===== src/shp_pkg.sv =====
// Package of constants and types for the host pin block
`default_nettype none
package shp_pkg;
    localparam int CLK_HZ = 25_000_000;
    localparam int BAUD_RATE = 9_600;
    // Cycles per serial bit, and half of it for mid-bit sampling
    localparam logic [11:0] BIT_CYCLES = 12'(CLK_HZ / BAUD_RATE);
    localparam logic [11:0] HALF_BIT_CYCLES = 12'(CLK_HZ / BAUD_RATE / 2);
    localparam int DATA_BITS = 8;
    localparam logic [3:0] RX_LAST_BIT = 4'h8;  // Start plus eight data
    localparam logic [3:0] TX_FRAME_BITS = 4'hA; // Start, eight, stop
    localparam int FIFO_DEPTH = 16;
    localparam int PWM_BITS = 16;
    localparam int ADC_BITS = 10;
    localparam int GPIO_COUNT = 4;
    localparam int WAKE_TIMER_BITS = 16;
    localparam logic [11:0] CNT_RESET = 12'h000;
    localparam logic [15:0] PWM_RESET = 16'h0000;
    localparam logic [9:0] ADC_RESET = 10'h000;

    typedef enum logic {SHP_AWAKE, SHP_ASLEEP} shp_wake_t;

    typedef struct packed {
        logic rx_busy;
        logic [11:0] rx_cnt;
        logic [3:0] rx_bit;
        logic [7:0] rx_shift;
        logic rx_push;
        logic [7:0] rx_data;
        logic tx_busy;
        logic [11:0] tx_cnt;
        logic [3:0] tx_bit;
        logic [9:0] tx_shift;
        logic tx_line;
        logic [15:0] pwm_cnt;
        logic pwm_out;
        shp_wake_t wake;
        logic [15:0] wake_timer;
        logic [9:0] adc_a;
        logic [9:0] adc_b;
    } shp_state_t;
endpackage
`default_nettype wire

===== src/shp_fifo.sv =====
// Synchronous FIFO with valid/ready on both sides
`default_nettype none
module shp_fifo #(
    parameter int WIDTH = 8,
    parameter int DEPTH = 16
) (
    // Clock and reset
    input wire logic sys_clk,
    input wire logic arst_n,
    // Fill side
    input wire logic in_valid,
    output logic in_ready,
    input wire logic [WIDTH-1:0] in_data,
    // Drain side
    output logic out_valid,
    input wire logic out_ready,
    output logic [WIDTH-1:0] out_data
);
    localparam int AW = $clog2(DEPTH);

    typedef struct packed {
        logic [AW-1:0] wr_ptr;
        logic [AW-1:0] rd_ptr;
        logic [AW:0] count;
    } shp_fifo_state_t;

    shp_fifo_state_t st_reg;
    shp_fifo_state_t st_next;
    logic [WIDTH-1:0] mem [DEPTH];
    logic push;
    logic pop;

    // Honest flags straight from the occupancy count
    assign in_ready = (st_reg.count != (AW+1)'(DEPTH));
    assign out_valid = (st_reg.count != '0);
    assign out_data = mem[st_reg.rd_ptr];
    assign push = in_valid && in_ready;
    assign pop = out_valid && out_ready;

    // Pointer and count update
    always_comb begin
        st_next = st_reg;
        if (push) begin
            st_next.wr_ptr = st_reg.wr_ptr + 1'b1;
        end
        if (pop) begin
            st_next.rd_ptr = st_reg.rd_ptr + 1'b1;
        end
        if (push && !pop) begin
            st_next.count = st_reg.count + 1'b1;
        end else if (pop && !push) begin
            st_next.count = st_reg.count - 1'b1;
        end
    end

    always_ff @(posedge sys_clk or negedge arst_n) begin
        if (!arst_n) begin
            st_reg <= '0;
        end else begin
            st_reg <= st_next;
        end
    end

    // Storage needs no reset; only written entries are ever read
    always_ff @(posedge sys_clk) begin
        if (push) begin
            mem[st_reg.wr_ptr] <= in_data;
        end
    end
endmodule
`default_nettype wire


===== src/shp_host_pins.sv =====
// Host-facing pin logic: serial flow control, SPI direction, I/O, wake
`default_nettype none
module shp_host_pins (
    // Clock and reset
    input wire logic sys_clk,
    input wire logic arst_n,
    // Serial data port to host
    input wire logic serial_rx,
    output logic serial_tx,
    output logic host_ready_n,
    input wire logic host_permit_n,
    // Received bytes towards the core
    output logic rx_valid,
    input wire logic rx_ready,
    output logic [7:0] rx_data,
    // Bytes from the core for the host
    input wire logic tx_valid,
    output logic tx_ready,
    input wire logic [7:0] tx_data,
    // SPI role and core-side SPI signals
    input wire logic spi_master,
    input wire logic spi_miso_drive,
    input wire logic spi_mosi_drive,
    input wire logic spi_sclk_drive,
    input wire logic spi_ss_n_drive,
    input wire logic spi_slave_data_ok,
    // SPI pins, each as in/out/enable
    input wire logic spi_miso_i,
    output logic spi_miso_o,
    output logic spi_miso_oe,
    input wire logic spi_mosi_i,
    output logic spi_mosi_o,
    output logic spi_mosi_oe,
    input wire logic spi_sclk_i,
    output logic spi_sclk_o,
    output logic spi_sclk_oe,
    input wire logic spi_ss_n_i,
    output logic spi_ss_n_o,
    output logic spi_ss_n_oe,
    // Configurable I/O pins
    input wire logic [3:0] gpio_dir_out,
    input wire logic [3:0] gpio_drive,
    input wire logic [3:0] gpio_i,
    output logic [3:0] gpio_o,
    output logic [3:0] gpio_oe,
    output logic [3:0] gpio_pullup_en,
    // Duty-cycle output
    input wire logic [15:0] duty_setting,
    output logic duty_cycle_output,
    // Converter readings
    input wire logic [9:0] analog_sample_input_a,
    input wire logic [9:0] analog_sample_input_b,
    output logic [9:0] reading_a,
    output logic [9:0] reading_b,
    // Wake control
    input wire logic wake_request_in,
    input wire logic radio_busy,
    input wire logic uncommissioned,
    input wire logic [15:0] wake_timeout,
    output logic awake_out
);
    // Block state outside the FIFO lives in one register, filled by one process
    shp_pkg::shp_state_t st_reg;
    shp_pkg::shp_state_t st_next;
    // Room in the host data buffer
    logic fifo_in_ready;
    // Slave role with the select pin held low by the far master
    logic spi_slave_active;

    // Buffer for bytes from the host, drained by the core; sixteen
    // entries let the core fall behind while the host keeps sending
    shp_fifo #(
        .WIDTH(shp_pkg::DATA_BITS),
        .DEPTH(shp_pkg::FIFO_DEPTH)
    ) u_fifo (
        .sys_clk(sys_clk),
        .arst_n(arst_n),
        .in_valid(st_reg.rx_push),
        .in_ready(fifo_in_ready),
        .in_data(st_reg.rx_data),
        .out_valid(rx_valid),
        .out_ready(rx_ready),
        .out_data(rx_data)
    );

    // Ready only with buffer room and, in slave role, core acceptance
    // Combinational, so the host sees a full buffer in the same cycle
    assign spi_slave_active = !spi_master && !spi_ss_n_i;
    assign host_ready_n = !(fifo_in_ready &&
        (!spi_slave_active || spi_slave_data_ok));

    // Permission checked only between characters
    // A withdrawal mid-frame never cuts a character short
    assign tx_ready = !st_reg.tx_busy && !host_permit_n;
    assign serial_tx = st_reg.tx_line;

    // SPI pin directions follow the role
    // A role change turns the pins around at once; idle the bus first
    assign spi_miso_oe = !spi_master;
    assign spi_miso_o = spi_miso_drive;
    assign spi_mosi_oe = spi_master;
    assign spi_mosi_o = spi_mosi_drive;
    assign spi_sclk_oe = spi_master;
    assign spi_sclk_o = spi_sclk_drive;
    assign spi_ss_n_oe = spi_master;
    assign spi_ss_n_o = spi_ss_n_drive;

    // Pull-up only on pins set as inputs
    // Drive and pull-up are exclusive, so a pin never fights itself
    for (genvar i = 0; i < shp_pkg::GPIO_COUNT; i++) begin : g_gpio
        assign gpio_oe[i] = gpio_dir_out[i];
        assign gpio_o[i] = gpio_drive[i];
        assign gpio_pullup_en[i] = !gpio_dir_out[i];
    end

    // Registered outputs straight from the state
    assign duty_cycle_output = st_reg.pwm_out;
    assign reading_a = st_reg.adc_a;
    assign reading_b = st_reg.adc_b;
    assign awake_out = (st_reg.wake == shp_pkg::SHP_AWAKE);

    // Next-state logic for all engines
    always_comb begin
        st_next = st_reg;
        // Push is a one-cycle strobe
        st_next.rx_push = 1'b0;

        // Receiver: find start edge, sample mid-bit
        // The start is checked again at mid-bit to reject short glitches
        if (!st_reg.rx_busy) begin
            if (!serial_rx) begin
                st_next.rx_busy = 1'b1;
                st_next.rx_cnt = shp_pkg::HALF_BIT_CYCLES;
                st_next.rx_bit = 4'h0;
            end
        end else if (st_reg.rx_cnt != shp_pkg::CNT_RESET) begin
            st_next.rx_cnt = st_reg.rx_cnt - 1'b1;
        end else begin
            st_next.rx_cnt = shp_pkg::BIT_CYCLES - 1'b1;
            st_next.rx_bit = st_reg.rx_bit + 1'b1;
            if (st_reg.rx_bit == 4'h0 && serial_rx) begin
                st_next.rx_busy = 1'b0;  // Glitch, not a start bit
            end else if (st_reg.rx_bit != 4'h0) begin
                st_next.rx_shift = {serial_rx, st_reg.rx_shift[7:1]};
            end
            if (st_reg.rx_bit == shp_pkg::RX_LAST_BIT) begin
                // Hand over at the last data bit; stop is not checked
                st_next.rx_data = {serial_rx, st_reg.rx_shift[7:1]};
                // A host ignoring flow control loses the byte here
                st_next.rx_push = 1'b1;
            end
            // Stay busy up to mid stop bit: a low last data bit
            // would otherwise look like the next start edge
            if (st_reg.rx_bit == shp_pkg::RX_LAST_BIT + 4'h1) begin
                st_next.rx_busy = 1'b0;
            end
        end

        // Transmitter: a started frame always runs to its stop bit
        // Permission gates only the start of a new frame
        if (!st_reg.tx_busy) begin
            st_next.tx_line = 1'b1;
            if (tx_valid && !host_permit_n) begin
                st_next.tx_busy = 1'b1;
                st_next.tx_shift = {1'b1, tx_data, 1'b0};
                st_next.tx_bit = 4'h0;
                st_next.tx_cnt = shp_pkg::CNT_RESET;
            end
        end else if (st_reg.tx_cnt != shp_pkg::CNT_RESET) begin
            st_next.tx_cnt = st_reg.tx_cnt - 1'b1;
        end else if (st_reg.tx_bit == shp_pkg::TX_FRAME_BITS) begin
            // Stop bit has had its full time; go idle
            st_next.tx_busy = 1'b0;
        end else begin
            st_next.tx_line = st_reg.tx_shift[0];
            st_next.tx_shift = {1'b1, st_reg.tx_shift[9:1]};
            st_next.tx_bit = st_reg.tx_bit + 1'b1;
            st_next.tx_cnt = shp_pkg::BIT_CYCLES - 1'b1;
        end

        // Free-running 16-bit duty counter
        // Registered compare: the output lags the counter by one cycle
        st_next.pwm_cnt = st_reg.pwm_cnt + 1'b1;
        st_next.pwm_out = (st_reg.pwm_cnt < duty_setting);

        // Converter readings captured every cycle at 10 bits
        // The converter itself sits outside; this stage holds its word
        st_next.adc_a = analog_sample_input_a;
        st_next.adc_b = analog_sample_input_b;

        // Wake control: activity keeps the timeout clear
        // Timer counts idle cycles only; any hold cause restarts the wait
        // Asleep, only the wake request counts; hold causes are ignored
        unique case (st_reg.wake)
            shp_pkg::SHP_AWAKE: begin
                if (wake_request_in || st_reg.rx_busy || radio_busy ||
                    uncommissioned) begin
                    st_next.wake_timer = '0;
                end else if (st_reg.wake_timer >= wake_timeout) begin
                    st_next.wake = shp_pkg::SHP_ASLEEP;
                    st_next.wake_timer = '0;
                end else begin
                    st_next.wake_timer = st_reg.wake_timer + 1'b1;
                end
            end
            shp_pkg::SHP_ASLEEP: begin
                if (wake_request_in) begin
                    st_next.wake = shp_pkg::SHP_AWAKE;
                end
            end
        endcase
    end

    // Single state register; low reset holds everything idle
    // Line idle high and awake after reset, as the host expects
    always_ff @(posedge sys_clk or negedge arst_n) begin
        if (!arst_n) begin
            st_reg <= '0;
            st_reg.tx_line <= 1'b1;
            st_reg.wake <= shp_pkg::SHP_AWAKE;
        end else begin
            st_reg <= st_next;
        end
    end
endmodule
`default_nettype wire


===== config.mk =====
export PLATFORM = sky130hd
export DESIGN_NAME = shp_host_pins
export DESIGN_NICKNAME = d
export VERILOG_FILES = /design/src/shp_pkg.sv /design/src/shp_fifo.sv /design/src/shp_host_pins.sv
export SDC_FILE = /design/constraint.sdc
export NUM_CORES = 1
export LEC_CHECK = 0
export BUFFER_PORTS_ARGS = -buffer_cell sky130_fd_sc_hd__buf_2
export CAP_MARGIN = 20
export CORE_MARGIN = 4
export CORE_UTILIZATION = 35
export DETAILED_ROUTE_END_ITERATION = 8
export GPL_TIMING_DRIVEN = 0
export HOLD_SLACK_MARGIN = 0.08
export MAX_ROUTING_LAYER = met4
export SYNTH_ARGS = -nofsm -noshare
export SYNTH_HDL_FRONTEND = slang
export SYNTH_HIERARCHICAL = 1
export SYNTH_SLANG_ARGS = --single-unit

===== constraint.sdc =====
create_clock -name sys_clk -period 2.57 [get_ports sys_clk]
set_input_delay 0.257 -clock sys_clk [delete_from_list [all_inputs] [get_ports sys_clk]]
set_output_delay 0.257 -clock sys_clk [all_outputs]
set_load 0.02 [all_outputs]

==> reports/summary.txt <==
DRT Pass-1 Iters -> 5
ANT nets after route -> 0
Reg2Reg Capture Point -> st_reg[71]
row count -> 67
Gate power share -> 9.1%
routed len/inst -> 15.67 um
antenna violations before repair -> 0
Yosys Warn Count -> 6
largest area contributor in the netlist -> edfxtp_1
utilization after layout -> 43.86%
Commonest cells post-synth -> 128 x edfxtp_1, 127 x dfrtp_1, 57 x nand2_1
Mapped Nets -> 1058
endpoint type of the worst setup path -> register
TritonCTS Buffers -> 28
max reg flops -> 128
R2R Setup Slk -> 0.05 ns
net count reported at finish -> 1271
Leakage -> 0.005885 uW
io pins -> 145
largest net degree at the start of global routing -> 78
DRC errors left -> 0
Placer Congestion -> 0.8142
H-Tree Depth -> 1
CP max FO -> 5
clk sinks -> 256
Hold Crit Class -> input port to register
Starting Density -> 35.49%
worst vdd ir -> 486.4 uV
#FFs+latches synth -> 256
number of distinct library cells after synthesis -> 74
NetSw -> 2199 uW
WL final -> 25060 um
vias in the first global route -> 7724
Synth Cell Area -> 11930 um2
Clock Pin Slew Worst Setup and Hold Paths -> 0.06 ns
Critical Path Start Type -> register
Initial DRC Count -> 351
Post-synth EDFFs -> 128
Setup CP Type -> register to register
dominant synthesized flop cell -> edfxtp_1
sequential fraction of the synthesis area -> 59.07%
die span in y -> 192.6 um
RSZ-0062 raised after global routing -> true
R2R Path Start -> st_reg[69]
Final Hold Vio Count -> 0
share of cells above drive strength 1 -> 28.58%
Skew-Pair Late Insertion Delay -> 0.53 ns
Die W -> 192.6 um
number of max-cap violations -> 0
r2r worst-path depth -> 11
die area -> 37110 um2
min Tclk post-route -> 2.525 ns
outcome -> completed
sequential power share -> 50.9%
Root Driver -> clkbuf_16
via count -> 7748
Worst Setup SP -> st_reg[69]
Max Slew Vio Count -> 0
main area contributors after synthesis -> edfxtp_1 32%, dfrtp_1 27%, ha_1 5.1%
n_diodes -> 0
post-synth top area share -> 32.21%
clock power share -> 40.0%
vias per std cell -> 4.846
post-detail-place hpwl -> 16780 um
required time of the critical path -> 2.98 ns
Gate Count Post-Synth -> 917
fin crit share -> 98.23%
I/O Buffers -> 129
placed cells -> 1499
total power -> 9368 uW
Sw Ratio -> 23.48%
grt total ovfl -> 0
Longest Clk Path Bufs -> 3
sequential cell area -> 7052 um2
worst relative slew slack -> 39.47%
Core Region -> 33620 um2
Int Pwr -> 7169 uW
Global Route Usage Sum -> 13.67%
CTS tree -> yes
Synth Area per Inst -> 13.01 um2
first-pass GRT wire length -> 39920 um
critical path arrival -> 2.94 ns
Setup Skew -> 0.01823 ns
area of the multi-input gates -> 4389 um2
power density over the cells -> 635.4 nW/um2
final setup fails -> 0
cell with the most instances after synthesis -> edfxtp_1
asr flop ratio synth -> 50.00%
Area Overhead vs Synth -> 23.57%
Non-Filler Instances -> 1599
Critical Path Sink -> st_reg[71]
worst slew pin tran -> 0.9046 ns
FMAX -> 396.1 MHz
filler instances -> 3112
==> power groups by stage <==
stage | clock network (uW) | registers (uW) | logic [uW]
2_1_floorplan | 0 | 4770 | 539
3_3_place_gp | 0 | 4810 | 740
3_5_place_dp | 0 | 4820 | 761
4_1_cts | 3890 | 4750 | 805
5_1_grt | 4050 | 4800 | 963
6_report | 3750 | 4770 | 849
==> timing repair <==
| action | 4_1_cts | 5_1_grt |
|---|---|---|
| gates resized for setup | 15 | 36 |
| buffers inserted | 3 | 14 |
| endpoints found under the hold margin | 87 | 0 |
| hold buffers | 33 | 0 |
| gates cloned | 0 | 1 |
| setup endpoints to repair | 34 | 56 |
| pin swaps | 3 | 8 |
==> placed cells by master (no fill, tap or decap), types with 23 or more instances in the layout <==
cell,instances
clkbuf_16,28
o21ai_0,40
ha_1,47
buf_2,130
buf_4,58
a21oi_1,23
dfrtp_1,124
xnor2_1,23
nand2_1,56
edfxtp_1,128
dlygate4sd3_1,33
mux2i_1,40
nor2_1,46
nand3_1,32
inv_1,53
==> worst min path at each step <==
stage	from	endpoint	slack (ns)	depth (start not counted)
after floorplan	arst_n	duty_cycle_output	-0.04	0
after global placement	analog_sample_input_a[1]	reading_a[1]	0.36	1
after detailed placement	arst_n	st_reg[39]	0.25	1
after CTS	duty_setting[15]	duty_cycle_output	0.08	4
after global routing	duty_setting[15]	duty_cycle_output	0.10	4
final	duty_setting[15]	duty_cycle_output	0.10	4
==> cell type report <==
type | instances | share of cell area, %
plain buffers | 62 | 3.318
clock buffers | 44 | 5.363
clock inverters | 7 | 0.4582
inverters | 57 | 1.468
multi-input cells | 540 | 29.77
flip-flops and latches | 256 | 47.83
well taps | 448 | 3.802
repair buffers | 184 | 7.943
repair inverters | 1 | 0.05092
==> metal layers <==
layer / vias to the layer above / GRT usage, % / routed length (um)
li1: 3770 / - / -
met1: 3838 / 17.86 / 11320
met2: 107 / 23.03 / 12440
met3: 33 / 1.881 / 902
met4: 0 / 2.715 / 384
met5: - / - / 0
==> stage by stage <==
step / TNS [ns] / instance area (um2) / setup slack [ns] / hold WS (ns)
2_1_floorplan: 0 / 11940 / 0.06859 / -0.03859
3_3_place_gp: -84.03 / 13150 / -0.6605 / 0.3646
3_5_place_dp: -2.161 / 13200 / -0.2363 / 0.2510
4_1_cts: -0.06799 / 14480 / -0.04970 / 0.08162
5_1_grt: -0.3252 / 14740 / -0.05378 / 0.1009
6_report: 0 / 14740 / 0.04544 / 0.1044
==> critical path, stage by stage, from the launching register on <==
cell and delay [ns]:
dfrtp_1 0.39, inv_2 0.09, ha_4 0.13, or3b_4 0.38, or3_4 0.36, or3_1 0.33
buf_6 0.14, o21ai_4 0.21, inv_4 0.08, nand2_1 0.09, xor2_1 0.15, nor2_1 0.06
==> cell families after synthesis <==
| group | count (synthesis) | share of synthesized area (%) |
|---|---|---|
| XOR/XNOR | 33 | 2.422 |
| flip-flops | 256 | 59.07 |
| multiplexers | 74 | 8.064 |
| adder cells (fa/ha/maj) | 50 | 5.306 |
| buffers and inverters | 121 | 5.757 |
| AND/OR/NAND/NOR | 223 | 9.679 |
| AO/OA/AOI/OAI | 160 | 9.700 |
Note: power is estimated with default switching activity, not from simulation.
